===== src/include/pllovr_map.vh =====
// constants for the pll override page register bank
`ifndef PLLOVR_MAP_VH
`define PLLOVR_MAP_VH

// main-map addresses of the indirect access window
`define PLLOVR_ADDR_PAGE_SEL 8'h40
`define PLLOVR_ADDR_PAGE_OFS 8'h41
`define PLLOVR_ADDR_PAGE_DATA 8'h42

// page that holds the override registers
`define PLLOVR_PAGE_OVERRIDE 8'h10

// offsets within the override page
`define PLLOVR_OFS_CONTROLS 8'h47
`define PLLOVR_OFS_SEQ_FORCE 8'h49

// reset values
`define PLLOVR_RST_PAGE_SEL 8'h00
`define PLLOVR_RST_PAGE_OFS 8'h00
`define PLLOVR_RST_CONTROLS 8'h00
`define PLLOVR_RST_SEQ_FORCE 8'h00

// field positions in pll_override_controls
`define PLLOVR_BIT_DIV_RST_OVR 7
`define PLLOVR_BIT_LOCK_FORCE 5
// writable bits of pll_override_controls, reserved bits read zero
`define PLLOVR_MASK_CONTROLS 8'hA0

// field positions in pll_sequencer_force
`define PLLOVR_BIT_SEQ_OVR_EN 4
`define PLLOVR_MSB_FORCED_STATE 3
`define PLLOVR_LSB_FORCED_STATE 0
`define PLLOVR_MASK_SEQ_FORCE 8'h1F

// forced-state codes
`define PLLOVR_STATE_RESET 4'h0
`define PLLOVR_STATE_LOOP_TIMER 4'h6

`endif


===== src/design/pllovr_page_bank.v =====
// storage for the two override registers of the override page
`timescale 1ns/1ns
`include "pllovr_map.vh"

module pllovr_page_bank (
    input wire clk,
    input wire rst_n,
    input wire wr_en,
    input wire [7:0] wr_ofs,
    input wire [7:0] wr_data,
    input wire [7:0] rd_ofs,
    output reg [7:0] controls_ff,
    output reg [7:0] seq_force_ff,
    output reg [7:0] rd_data
);

    reg [7:0] nxt_controls;
    reg [7:0] nxt_seq_force;

    always @* begin
        nxt_controls = controls_ff;
        nxt_seq_force = seq_force_ff;
        if (wr_en) begin
            case (wr_ofs)
                // reserved bits are dropped, so a careless write cannot set them
                `PLLOVR_OFS_CONTROLS: begin
                    nxt_controls = wr_data & `PLLOVR_MASK_CONTROLS;
                end
                `PLLOVR_OFS_SEQ_FORCE: begin
                    nxt_seq_force = wr_data & `PLLOVR_MASK_SEQ_FORCE;
                end
                default: begin
                    nxt_controls = controls_ff;
                end
            endcase
        end
    end

    always @(posedge clk) begin
        if (!rst_n) begin
            controls_ff <= `PLLOVR_RST_CONTROLS;
            seq_force_ff <= `PLLOVR_RST_SEQ_FORCE;
        end else begin
            controls_ff <= nxt_controls;
            seq_force_ff <= nxt_seq_force;
        end
    end

    // unused offsets of the page read zero
    always @* begin
        case (rd_ofs)
            `PLLOVR_OFS_CONTROLS: begin
                rd_data = controls_ff;
            end
            `PLLOVR_OFS_SEQ_FORCE: begin
                rd_data = seq_force_ff;
            end
            default: begin
                rd_data = 8'h00;
            end
        endcase
    end

endmodule // pllovr_page_bank


===== src/design/pllovr_regs.v =====
// indirect access window and override outputs for the pll controller
//
// How it works
// override page reached only via 0x40-0x42
// 0x40 page, 0x41 offset, 0x42 data
// software holds controller reset, pulses divider
// software writes 0x00 to release sequencer
// bit 7 of 0x47 holds divider reset
// bit 5 of 0x47 forces lock low
// software writes zero to bit 6
// software writes zeros to bits 4:0
// bit 4 of 0x49 enables forced state
// forced code 0000 reset, 0110 loop timer
// reserved forced codes never loaded by software; the bank stores any 4-bit code and drives it on FORCED_STATE
`timescale 1ns/1ns
`include "pllovr_map.vh"

module pllovr_regs (
    input wire SYS_CLK,
    input wire RST_N,
    input wire [7:0] REG_ADDR,
    input wire REG_WR,
    input wire [7:0] REG_WDATA,
    input wire REG_RD,
    output reg [7:0] REG_RDATA,
    output reg REG_RVALID,
    input wire PLL_LOCK_IN,
    output reg LOCK_OUT,
    output reg DIVIDER_RESET_OVERRIDE,
    output reg LOCK_FORCE_ENABLE,
    output reg SEQUENCER_OVERRIDE_ENABLE,
    output reg [3:0] FORCED_STATE,
    output reg FORCE_RESET_STATE,
    output reg FORCE_LOOP_TIMER_STATE
);

    reg [7:0] page_sel_ff;
    reg [7:0] page_ofs_ff;
    reg [7:0] nxt_page_sel;
    reg [7:0] nxt_page_ofs;
    reg lock_meta_ff;
    reg lock_sync_ff;
    reg [7:0] nxt_rdata;
    reg nxt_rvalid;
    wire page_hit;
    wire bank_wr;
    wire [7:0] bank_rdata;
    wire [7:0] controls;
    wire [7:0] seq_force;
    wire [3:0] state_code;
    wire seq_ovr_en;
    wire sel_wr;
    wire ofs_wr;
    wire div_rst_ovr;
    wire lock_force;
    reg nxt_lock_out;
    reg nxt_div_ovr;
    reg nxt_lock_force;
    reg nxt_seq_ovr;
    reg [3:0] nxt_forced_state;
    reg nxt_force_reset;
    reg nxt_force_timer;

    // one compare for every window address, shared by the write decoders
    function addr_match;
        input [7:0] addr;
        input [7:0] target;
        begin
            addr_match = (addr == target);
        end
    endfunction

    // reserved codes match neither force line; the downstream sequencer
    // has no defined behaviour for them
    function forced_hit;
        input en;
        input [3:0] code;
        input [3:0] target;
        begin
            forced_hit = en && (code == target);
        end
    endfunction

    // data port only reaches the page when the override page is selected
    assign page_hit = (page_sel_ff == `PLLOVR_PAGE_OVERRIDE);
    assign sel_wr = REG_WR && addr_match(REG_ADDR, `PLLOVR_ADDR_PAGE_SEL);
    assign ofs_wr = REG_WR && addr_match(REG_ADDR, `PLLOVR_ADDR_PAGE_OFS);
    assign bank_wr = REG_WR && addr_match(REG_ADDR, `PLLOVR_ADDR_PAGE_DATA) &&
        page_hit;

    // writes to other main-map addresses belong to other blocks
    always @* begin
        nxt_page_sel = page_sel_ff;
        nxt_page_ofs = page_ofs_ff;
        if (sel_wr) begin
            nxt_page_sel = REG_WDATA;
        end
        if (ofs_wr) begin
            nxt_page_ofs = REG_WDATA;
        end
    end

    // page select and offset read back exactly as written
    always @(posedge SYS_CLK) begin
        if (!RST_N) begin
            page_sel_ff <= `PLLOVR_RST_PAGE_SEL;
            page_ofs_ff <= `PLLOVR_RST_PAGE_OFS;
        end else begin
            page_sel_ff <= nxt_page_sel;
            page_ofs_ff <= nxt_page_ofs;
        end
    end

    // offset does not auto-increment; repeated data writes hit one register,
    // which is what a write sequence to one offset relies on
    pllovr_page_bank u_bank (
        .clk(SYS_CLK),
        .rst_n(RST_N),
        .wr_en(bank_wr),
        .wr_ofs(page_ofs_ff),
        .wr_data(REG_WDATA),
        .rd_ofs(page_ofs_ff),
        .controls_ff(controls),
        .seq_force_ff(seq_force),
        .rd_data(bank_rdata)
    );

    // read answers only for the three window addresses, so the rest of the
    // main map can be merged on a shared read bus
    always @* begin
        nxt_rdata = 8'h00;
        nxt_rvalid = 1'b0;
        if (REG_RD) begin
            case (REG_ADDR)
                `PLLOVR_ADDR_PAGE_SEL: begin
                    nxt_rdata = page_sel_ff;
                    nxt_rvalid = 1'b1;
                end
                `PLLOVR_ADDR_PAGE_OFS: begin
                    nxt_rdata = page_ofs_ff;
                    nxt_rvalid = 1'b1;
                end
                `PLLOVR_ADDR_PAGE_DATA: begin
                    nxt_rdata = page_hit ? bank_rdata : 8'h00;
                    nxt_rvalid = 1'b1;
                end
                default: begin
                    nxt_rvalid = 1'b0;
                end
            endcase
        end
    end

    // lock comes from the analog pll, outside this clock
    // only the second flop feeds logic; the first may still be settling
    always @(posedge SYS_CLK) begin
        if (!RST_N) begin
            lock_meta_ff <= 1'b0;
            lock_sync_ff <= 1'b0;
        end else begin
            lock_meta_ff <= PLL_LOCK_IN;
            lock_sync_ff <= lock_meta_ff;
        end
    end

    assign state_code = seq_force[`PLLOVR_MSB_FORCED_STATE:`PLLOVR_LSB_FORCED_STATE];
    assign seq_ovr_en = seq_force[`PLLOVR_BIT_SEQ_OVR_EN];
    assign div_rst_ovr = controls[`PLLOVR_BIT_DIV_RST_OVR];
    assign lock_force = controls[`PLLOVR_BIT_LOCK_FORCE];

    // next values of the registered outputs, taken from the bank and, for LOCK_OUT, the synchronised lock
    always @* begin
        nxt_div_ovr = div_rst_ovr;
        nxt_lock_force = lock_force;
        nxt_lock_out = lock_sync_ff & ~lock_force;
        nxt_seq_ovr = seq_ovr_en;
        nxt_forced_state = state_code;
        nxt_force_reset = forced_hit(seq_ovr_en, state_code, `PLLOVR_STATE_RESET);
        nxt_force_timer = forced_hit(seq_ovr_en, state_code,
            `PLLOVR_STATE_LOOP_TIMER);
    end

    // read answer register; rdata stays zero whenever rvalid is low,
    // which a merged read bus relies on
    always @(posedge SYS_CLK) begin
        if (!RST_N) begin
            REG_RDATA <= 8'h00;
            REG_RVALID <= 1'b0;
        end else begin
            REG_RDATA <= nxt_rdata;
            REG_RVALID <= nxt_rvalid;
        end
    end

    // the lock force wins over a locked pll
    always @(posedge SYS_CLK) begin
        if (!RST_N) begin
            LOCK_OUT <= 1'b0;
        end else begin
            LOCK_OUT <= nxt_lock_out;
        end
    end

    // overrides follow the bank one clock later, so that each output
    // comes straight from a flop
    always @(posedge SYS_CLK) begin
        if (!RST_N) begin
            DIVIDER_RESET_OVERRIDE <= 1'b0;
            LOCK_FORCE_ENABLE <= 1'b0;
            SEQUENCER_OVERRIDE_ENABLE <= 1'b0;
            FORCED_STATE <= `PLLOVR_STATE_RESET;
            FORCE_RESET_STATE <= 1'b0;
            FORCE_LOOP_TIMER_STATE <= 1'b0;
        end else begin
            DIVIDER_RESET_OVERRIDE <= nxt_div_ovr;
            LOCK_FORCE_ENABLE <= nxt_lock_force;
            SEQUENCER_OVERRIDE_ENABLE <= nxt_seq_ovr;
            FORCED_STATE <= nxt_forced_state;
            FORCE_RESET_STATE <= nxt_force_reset;
            FORCE_LOOP_TIMER_STATE <= nxt_force_timer;
        end
    end

endmodule // pllovr_regs


===== config.mk =====
export PLATFORM = sky130hd
export DESIGN_NAME = pllovr_regs
export DESIGN_NICKNAME = d
export VERILOG_FILES = /design/src/design/pllovr_page_bank.v /design/src/design/pllovr_regs.v
export VERILOG_INCLUDE_DIRS = /design/src /design/src/include
export SDC_FILE = /design/constraint.sdc
export NUM_CORES = 1
export LEC_CHECK = 0
export ABC_AREA = 0
export ABC_CLOCK_PERIOD_IN_PS = 1800
export BUFFER_PORTS_ARGS = -buffer_cell sky130_fd_sc_hd__buf_2
export CAP_MARGIN = 30
export CORE_UTILIZATION = 49
export CTS_BUF_LIST = sky130_fd_sc_hd__clkbuf_8
export CTS_CLUSTER_SIZE = 20
export DETAILED_ROUTE_END_ITERATION = 6
export GPL_TIMING_DRIVEN = 1
export PLACE_DENSITY_LB_ADDON = 0.08
export SETUP_SLACK_MARGIN = 0.02
export SYNTH_ARGS = -nofsm -noshare
export SYNTH_HDL_FRONTEND = slang
export SYNTH_SLANG_ARGS = --single-unit

===== constraint.sdc =====
create_clock -name SYS_CLK -period 1.8 [get_ports SYS_CLK]
set_clock_uncertainty 0.1 [all_clocks]
set_input_delay 0.27 -clock SYS_CLK [delete_from_list [all_inputs] [get_ports SYS_CLK]]
set_output_delay 0.27 -clock SYS_CLK [all_outputs]
set_load 0.02 [all_outputs]

==> results of run 1 <==
flip-flops by register name, summed over array words and instances (netlist names), 2 cells and up:
signal               count
u_bank.controls_ff       2
REG_RDATA                8
page_sel_ff              8
u_bank.seq_force_ff      5
FORCED_STATE             4
page_ofs_ff              8
kinds of logic (layout without fill, tap and decap cells):
group	Yosys count	count (layout)	synth area share (%)
AOI/OAI and AO/OA	24	24	8.90
buffers and inverters	14	62	3.30
and+or+nand+nor	75	75	24.2
DFF	44	44	54.0
muxes	15	15	9.59
per-layer routing:
metal	wire, um	global-route usage (%)
met1	1620	29.0
met2	1490	31.7
met3	198	4.11
met4	89	11.6
met5	0	0
through the flow:
step	setup WS [ns]	setup TNS, ns	std cells
global placement	-0.00389	-0.00389	256
floorplan	0.127	0	172
CTS	0.128	0	264
detailed placement	-0.0466	-0.131	256
global route	0.0370	0	264
finish	0.138	0	264
repair_timing:
action                     4_1_cts  5_1_grt
gates resized for setup          0        1
hold buffers                     0        0
setup endpoints to repair        0        3
power by group through the flow:
| stage | logic [uW] | clock network (uW) | registers (uW) |
|---|---|---|---|
| floorplan | 36.4 | 0 | 1000 |
| global placement | 68.7 | 0 | 999 |
| detailed placement | 71.8 | 0 | 1000 |
| CTS | 71.9 | 753 | 976 |
| global route | 79.0 | 799 | 977 |
| finish | 71.8 | 740 | 976 |
layout by cell type, fill, tap and decap left out, types with 3 or more instances in the layout:
cell	count
buf_2	39
buf_4	8
clkbuf_8	5
dfxtp_1	44
inv_1	7
mux2_2	5
mux2i_1	10
nand2_1	30
nand3_1	17
nand4_1	3
nor2_1	4
nor3_1	3
o21ai_0	21
cells in the mapped netlist (2+ instances only):
cell | number | share of area, %
o22ai_1 | 2 | 0.77
and2_1 | 2 | 0.77
mux2_2 | 5 | 3.5
nor3_1 | 3 | 0.92
dfxtp_1 | 44 | 54
nor2b_1 | 2 | 0.77
nand4_1 | 3 | 1.2
clkbuf_1 | 6 | 1.4
nand2_1 | 30 | 6.9
mux2i_1 | 10 | 6.1
nand3_1 | 17 | 5.2
or4_4 | 2 | 1.4
nor4_1 | 2 | 0.77
o21ai_0 | 21 | 6.4
inv_1 | 7 | 1.6
nor2_1 | 4 | 0.92
nor4b_1 | 2 | 1.1
area by class of cell:
type / count / area share [%]
clock inverters: 3 / 2.09
clock buffers: 5 / 3.39
flip-flops and latches: 44 / 43.4
multi-input cells: 114 / 34.6
inverters: 7 / 1.29
repair buffers: 47 / 12.6
well taps: 44 / 2.71
worst max-delay path, delay by kind of cell (launching register included):
| kind | cells | cell delay (ns) |
|---|---|---|
| muxes | 1 | 0.20 |
| and+or+nand+nor | 3 | 0.78 |
| DFF | 1 | 0.33 |
| buffers and inverters | 1 | 0.19 |
worst max path at each step:
stage / from / end / slack, ns / cells past startpoint
finish: page_sel_ff[1] / u_bank.seq_force_ff[0] / 0.14 / 5
global route: page_sel_ff[1] / u_bank.seq_force_ff[3] / 0.04 / 5
CTS: page_sel_ff[1] / u_bank.seq_force_ff[0] / 0.13 / 5
detailed placement: REG_ADDR[3] / REG_RDATA[0] / -0.05 / 4
global placement: REG_ADDR[3] / REG_RDATA[0] / -0.004 / 4
floorplan: REG_ADDR[3] / REG_RDATA[0] / 0.13 / 3
==> impl_metrics.yaml, run 1 <==
status:
  outcome: "complete, no violations"
sta:
  rsz0062_at_grt: "false"
  hold_violations: 0
  worst_pin_slew_ns: 0.492
  setup_viol: 0
  fin_crit_sh_pct: 92.3
  drv_slew: 0
  hold_ws_ns: 0.0918
  min_period_ns: 1.66
  fmax_mhz: 602
  relSlewSlack_pct: 66.9
power:
  pwr-share-clk_pct: 41.4
  p_int_uw: 1420
  vdd_drop_max_mv: 0.455
  p_per_area_nw_per_um2: 881
  swShare_pct: 20.9
  power_uw: 1790
  power.switching_uw: 373
  p_leak_uw: 0.000881
  power_frac_comb_pct: 4.0
  pwr-share-seq_pct: 54.6
routing:
  drt_iter0_markers: 43
  num_vias: 1361
  drt_pass1_iterations: 4
  ant_nets: 0
  viasPerCell: 5.16
  drt_wl_total_um: 3410
  drt-wirelength-per-cell_um: 12.9
  drc_errors: 0
synthesis:
  syn_nets: 193
  syn_area_per_cell_sq_um: 9.48
  ys_seq_area_share_pct: 54.0
  synth_edf_count: 0
  synth_warnings: 0
  synthesis.area_sq_um: 1630
  ys_ff_latch: 44
  syn_inst: 172
  async_reset_ff_share_pct: 0
  ys_types: 27
  synth_flop_cell: "dfxtp_1"
place:
  port_buffers: 39
  dpl-instance-area_sq_um: 1910
  dp_hpwl_um: 2550
  gp_congestion: 0.799
grt:
  grt.overflow.total: 0
  grt_max_degree: 26
  track_usage_pct: 21.3
  grt_pass1_vias: 1247
  grt_pass1_wl_um: 5510
  antenna_found_initial: 0
worst_hold_path:
  min_path_cells: 2
  hold_path.class: "in2reg"
  min_from: "PLL_LOCK_IN"
  hold_end: "lock_meta_ff"
clocking:
  numCtsBuffers: 5
  postCtsSetupBuffers: 0
  cts.sinks: 44
  clock_path_buffers: 2
  insertion_delay_ns: 0.29
  path_clk_slew_ns: 0.08
  h-tree-depth: 2
  cts_tree: "done"
  cts.root.buffer_cell: "clkbuf_8"
worst_setup_path:
  start_kind: "flip-flop"
  slowest_delay_ns: 0.33
  path_class: "reg2reg"
  r2r-end: "u_bank.seq_force_ff[0]"
  reg2reg_depth: 5
  critPathRequiredTime_ns: 1.93
  worstPathCellList: "nor4b_1 > nand4_1 > nor3b_2 > buf_4 > mux2i_1"
  regToRegSetupSlack_ns: 0.14
  path_max_fanout: 5
  worst_ep_arrival_time_ns: 1.79
  timing.rr.start: "page_sel_ff[1]"
  slowest_stage: "dfxtp_1"
  crit_path_end_kind: "flip-flop"
finish:
  fin_util_pct: 65.4
  drive_gt1_share_pct: 30.5
  seqCellArea_sq_um: 881
  multi_input_area_sq_um: 702
  nets: 240
  area_growth_pct: 24.6
  final_area_sq_um: 2030
  fill_cells: 294
  antenna_cells: 0
die:
  die_area_sq_um: 3560
  start_util_pct: 52.5
  die_w_um: 59.7
  io_pins: 40
  core_area_sq_um: 3100
  num_rows: 20
  dieHeight_um: 59.7
flow_run:
  cap_violations: 0
Note: power is estimated with default switching activity, not from simulation.
==> inputs of run 2 (changes only) <==
--- a/config.mk
+++ b/config.mk
@@ -7,7 +7,7 @@
 export NUM_CORES = 1
 export LEC_CHECK = 0
 export ABC_AREA = 0
-export ABC_CLOCK_PERIOD_IN_PS = 1800
+export ABC_CLOCK_PERIOD_IN_PS = 1600
 export BUFFER_PORTS_ARGS = -buffer_cell sky130_fd_sc_hd__buf_2
 export CAP_MARGIN = 30
 export CORE_UTILIZATION = 49
==> constraint.sdc (replaced) <==
create_clock -name SYS_CLK -period 1.6 [get_ports SYS_CLK]
set_clock_uncertainty 0.1 [all_clocks]
set_input_delay 0.24 -clock SYS_CLK [delete_from_list [all_inputs] [get_ports SYS_CLK]]
set_output_delay 0.24 -clock SYS_CLK [all_outputs]
set_load 0.02 [all_outputs]
==> impl_metrics.yaml, run 2 (same netlist as run 1, synthesis figures left out) <==
finish:
  final_cell_mix: "dfxtp_1 (41), buf_2 (39), nand2_1 (30), buf_4 (23), nand3_1 (17)"
  area_growth_pct: 36.7
  fin_util_pct: 71.8
  antenna_cells: 0
  drive_gt1_share_pct: 39.8
  nets: 256
  reg.largest.list: "REG_RDATA: 8 flops, page_ofs_ff: 8 flops, page_sel_ff: 8 flops"
  layout_commonest_cell: "dfxtp_1"
  final_area_sq_um: 2230
  fill_cells: 259
grt:
  track_usage_pct: 23.1
  antenna_found_initial: 0
  grt.overflow.total: 0
  grt_max_degree: 27
  grt_pass1_wl_um: 5900
  grt_pass1_vias: 1264
power:
  p_leak_uw: 0.00100
  vdd_drop_max_mv: 0.844
  p_per_area_nw_per_um2: 908
worst_setup_path:
  path_class: "reg2reg"
  cp_top_family: "simple AND/OR/NAND/NOR gates"
  start_kind: "flip-flop"
  crit_path_end_kind: "flip-flop"
  slowest_stage: "dfxtp_2"
  worstPathCellList: "nor4b_4 > nand4_1 > nor3b_4 > buf_6 > mux2i_1"
  r2r-end: "u_bank.seq_force_ff[4]"
  reg2reg_depth: 5
  critPathRequiredTime_ns: 1.72
  worst_ep_arrival_time_ns: 1.76
  slowest_delay_ns: 0.34
  path_max_fanout: 5
  regToRegSetupSlack_ns: -0.03
  crit_buf_inv: 1
  timing.rr.start: "page_sel_ff[2]"
worst_hold_path:
  hold_path.class: "in2reg"
  hold_end: "lock_meta_ff"
  min_from: "PLL_LOCK_IN"
  min_path_cells: 2
sta:
  fin_crit_sh_pct: 102
  tns_ns: -0.101
  fin_ws_ns: -0.0336
  min_period_ns: 1.63
  rsz0062_at_grt: "true"
  worst_pin_slew_ns: 0.375
  fmax_mhz: 612
  setup_viol: 6
  drv_slew: 0
  relSlewSlack_pct: 75.0
  hold_violations: 0
routing:
  drt_wl_total_um: 3790
  drt_iter0_markers: 47
  drc_errors: 0
  viasPerCell: 5.13
  drt_pass1_iterations: 4
  ant_nets: 0
  drt-wirelength-per-cell_um: 13.5
  num_vias: 1435
clocking:
  clock_path_buffers: 2
  cts.root.buffer_cell: "clkbuf_8"
  postCtsSetupBuffers: 0
  numCtsBuffers: 5
  h-tree-depth: 2
  cts.sinks: 44
  path_clk_slew_ns: 0.08
  insertion_delay_ns: 0.29
  cts_tree: "done"
place:
  dpl-instance-area_sq_um: 2040
  gp_congestion: 0.824
  port_buffers: 39
  dp_hpwl_um: 2750
status:
  violations: "setup timing"
  outcome: "finished with violations"
die:
  die_w_um: 59.7
  core_area_sq_um: 3100
  io_pins: 40
  num_rows: 20
  start_util_pct: 52.5
  dieHeight_um: 59.7
  die_area_sq_um: 3560
flow_run:
  cap_violations: 0
[run 2: metal layers]
layer / up-vias / share of wire, % / global-route usage [%]
li1: 725 / - / -
met1: 659 / 46 / 29.0
met2: 42 / 47 / 38.3
met3: 9 / 5.2 / 4.55
met4: 0 / 2.3 / 10.6
met5: - / 0 / 0
[run 2: final cells by class]
cell class                 instances  area (sq um)  share of cell area [%]
multi-input combinational        114           772                    34.6
timing repair buffer              63           379                    17.0
sequential                        44           885                    39.7
inverter                           7          26.3                    1.18
clock buffer                       5          68.8                    3.09
tap                               44          55.1                    2.47
clock inverter                     3          42.5                    1.91
[run 2: stage by stage]
step	setup WS (ns)	instances	hold slack [ns]	power, uW
floorplan	-0.0428	172	0.250	1170
global placement	-0.172	272	0.310	1210
detailed placement	-0.240	272	0.317	1210
CTS	-0.0610	280	0.0501	2030
global route	-0.153	280	0.0454	2080
finish	-0.0336	280	0.0501	2020
[run 2: how the worst max path moves through the flow]
stage | startpoint | endpoint | slack (ns) | depth (start not counted)
after detailed placement | page_sel_ff[1] | u_bank.seq_force_ff[4] | -0.24 | 5
final | page_sel_ff[2] | u_bank.seq_force_ff[4] | -0.03 | 5
after global routing | page_sel_ff[2] | u_bank.seq_force_ff[4] | -0.15 | 5
after CTS | page_sel_ff[2] | u_bank.seq_force_ff[4] | -0.06 | 5
after floorplan | REG_ADDR[3] | REG_RDATA[0] | -0.04 | 3
after global placement | REG_ADDR[3] | REG_RDATA[0] | -0.17 | 4
[run 2: timing repair]
action,in CTS,in global routing
endpoints found under the setup margin,14,14
hold buffers,0,0
pin swaps,6,6
hold endpoints to repair,0,0
resized for setup,15,6
[run 2: report_power, final]
group | internal (uW) | switching, uW
Sequential | 1100 | 1.00
Clock | 462 | 375
Combinational | 37.9 | 49.8
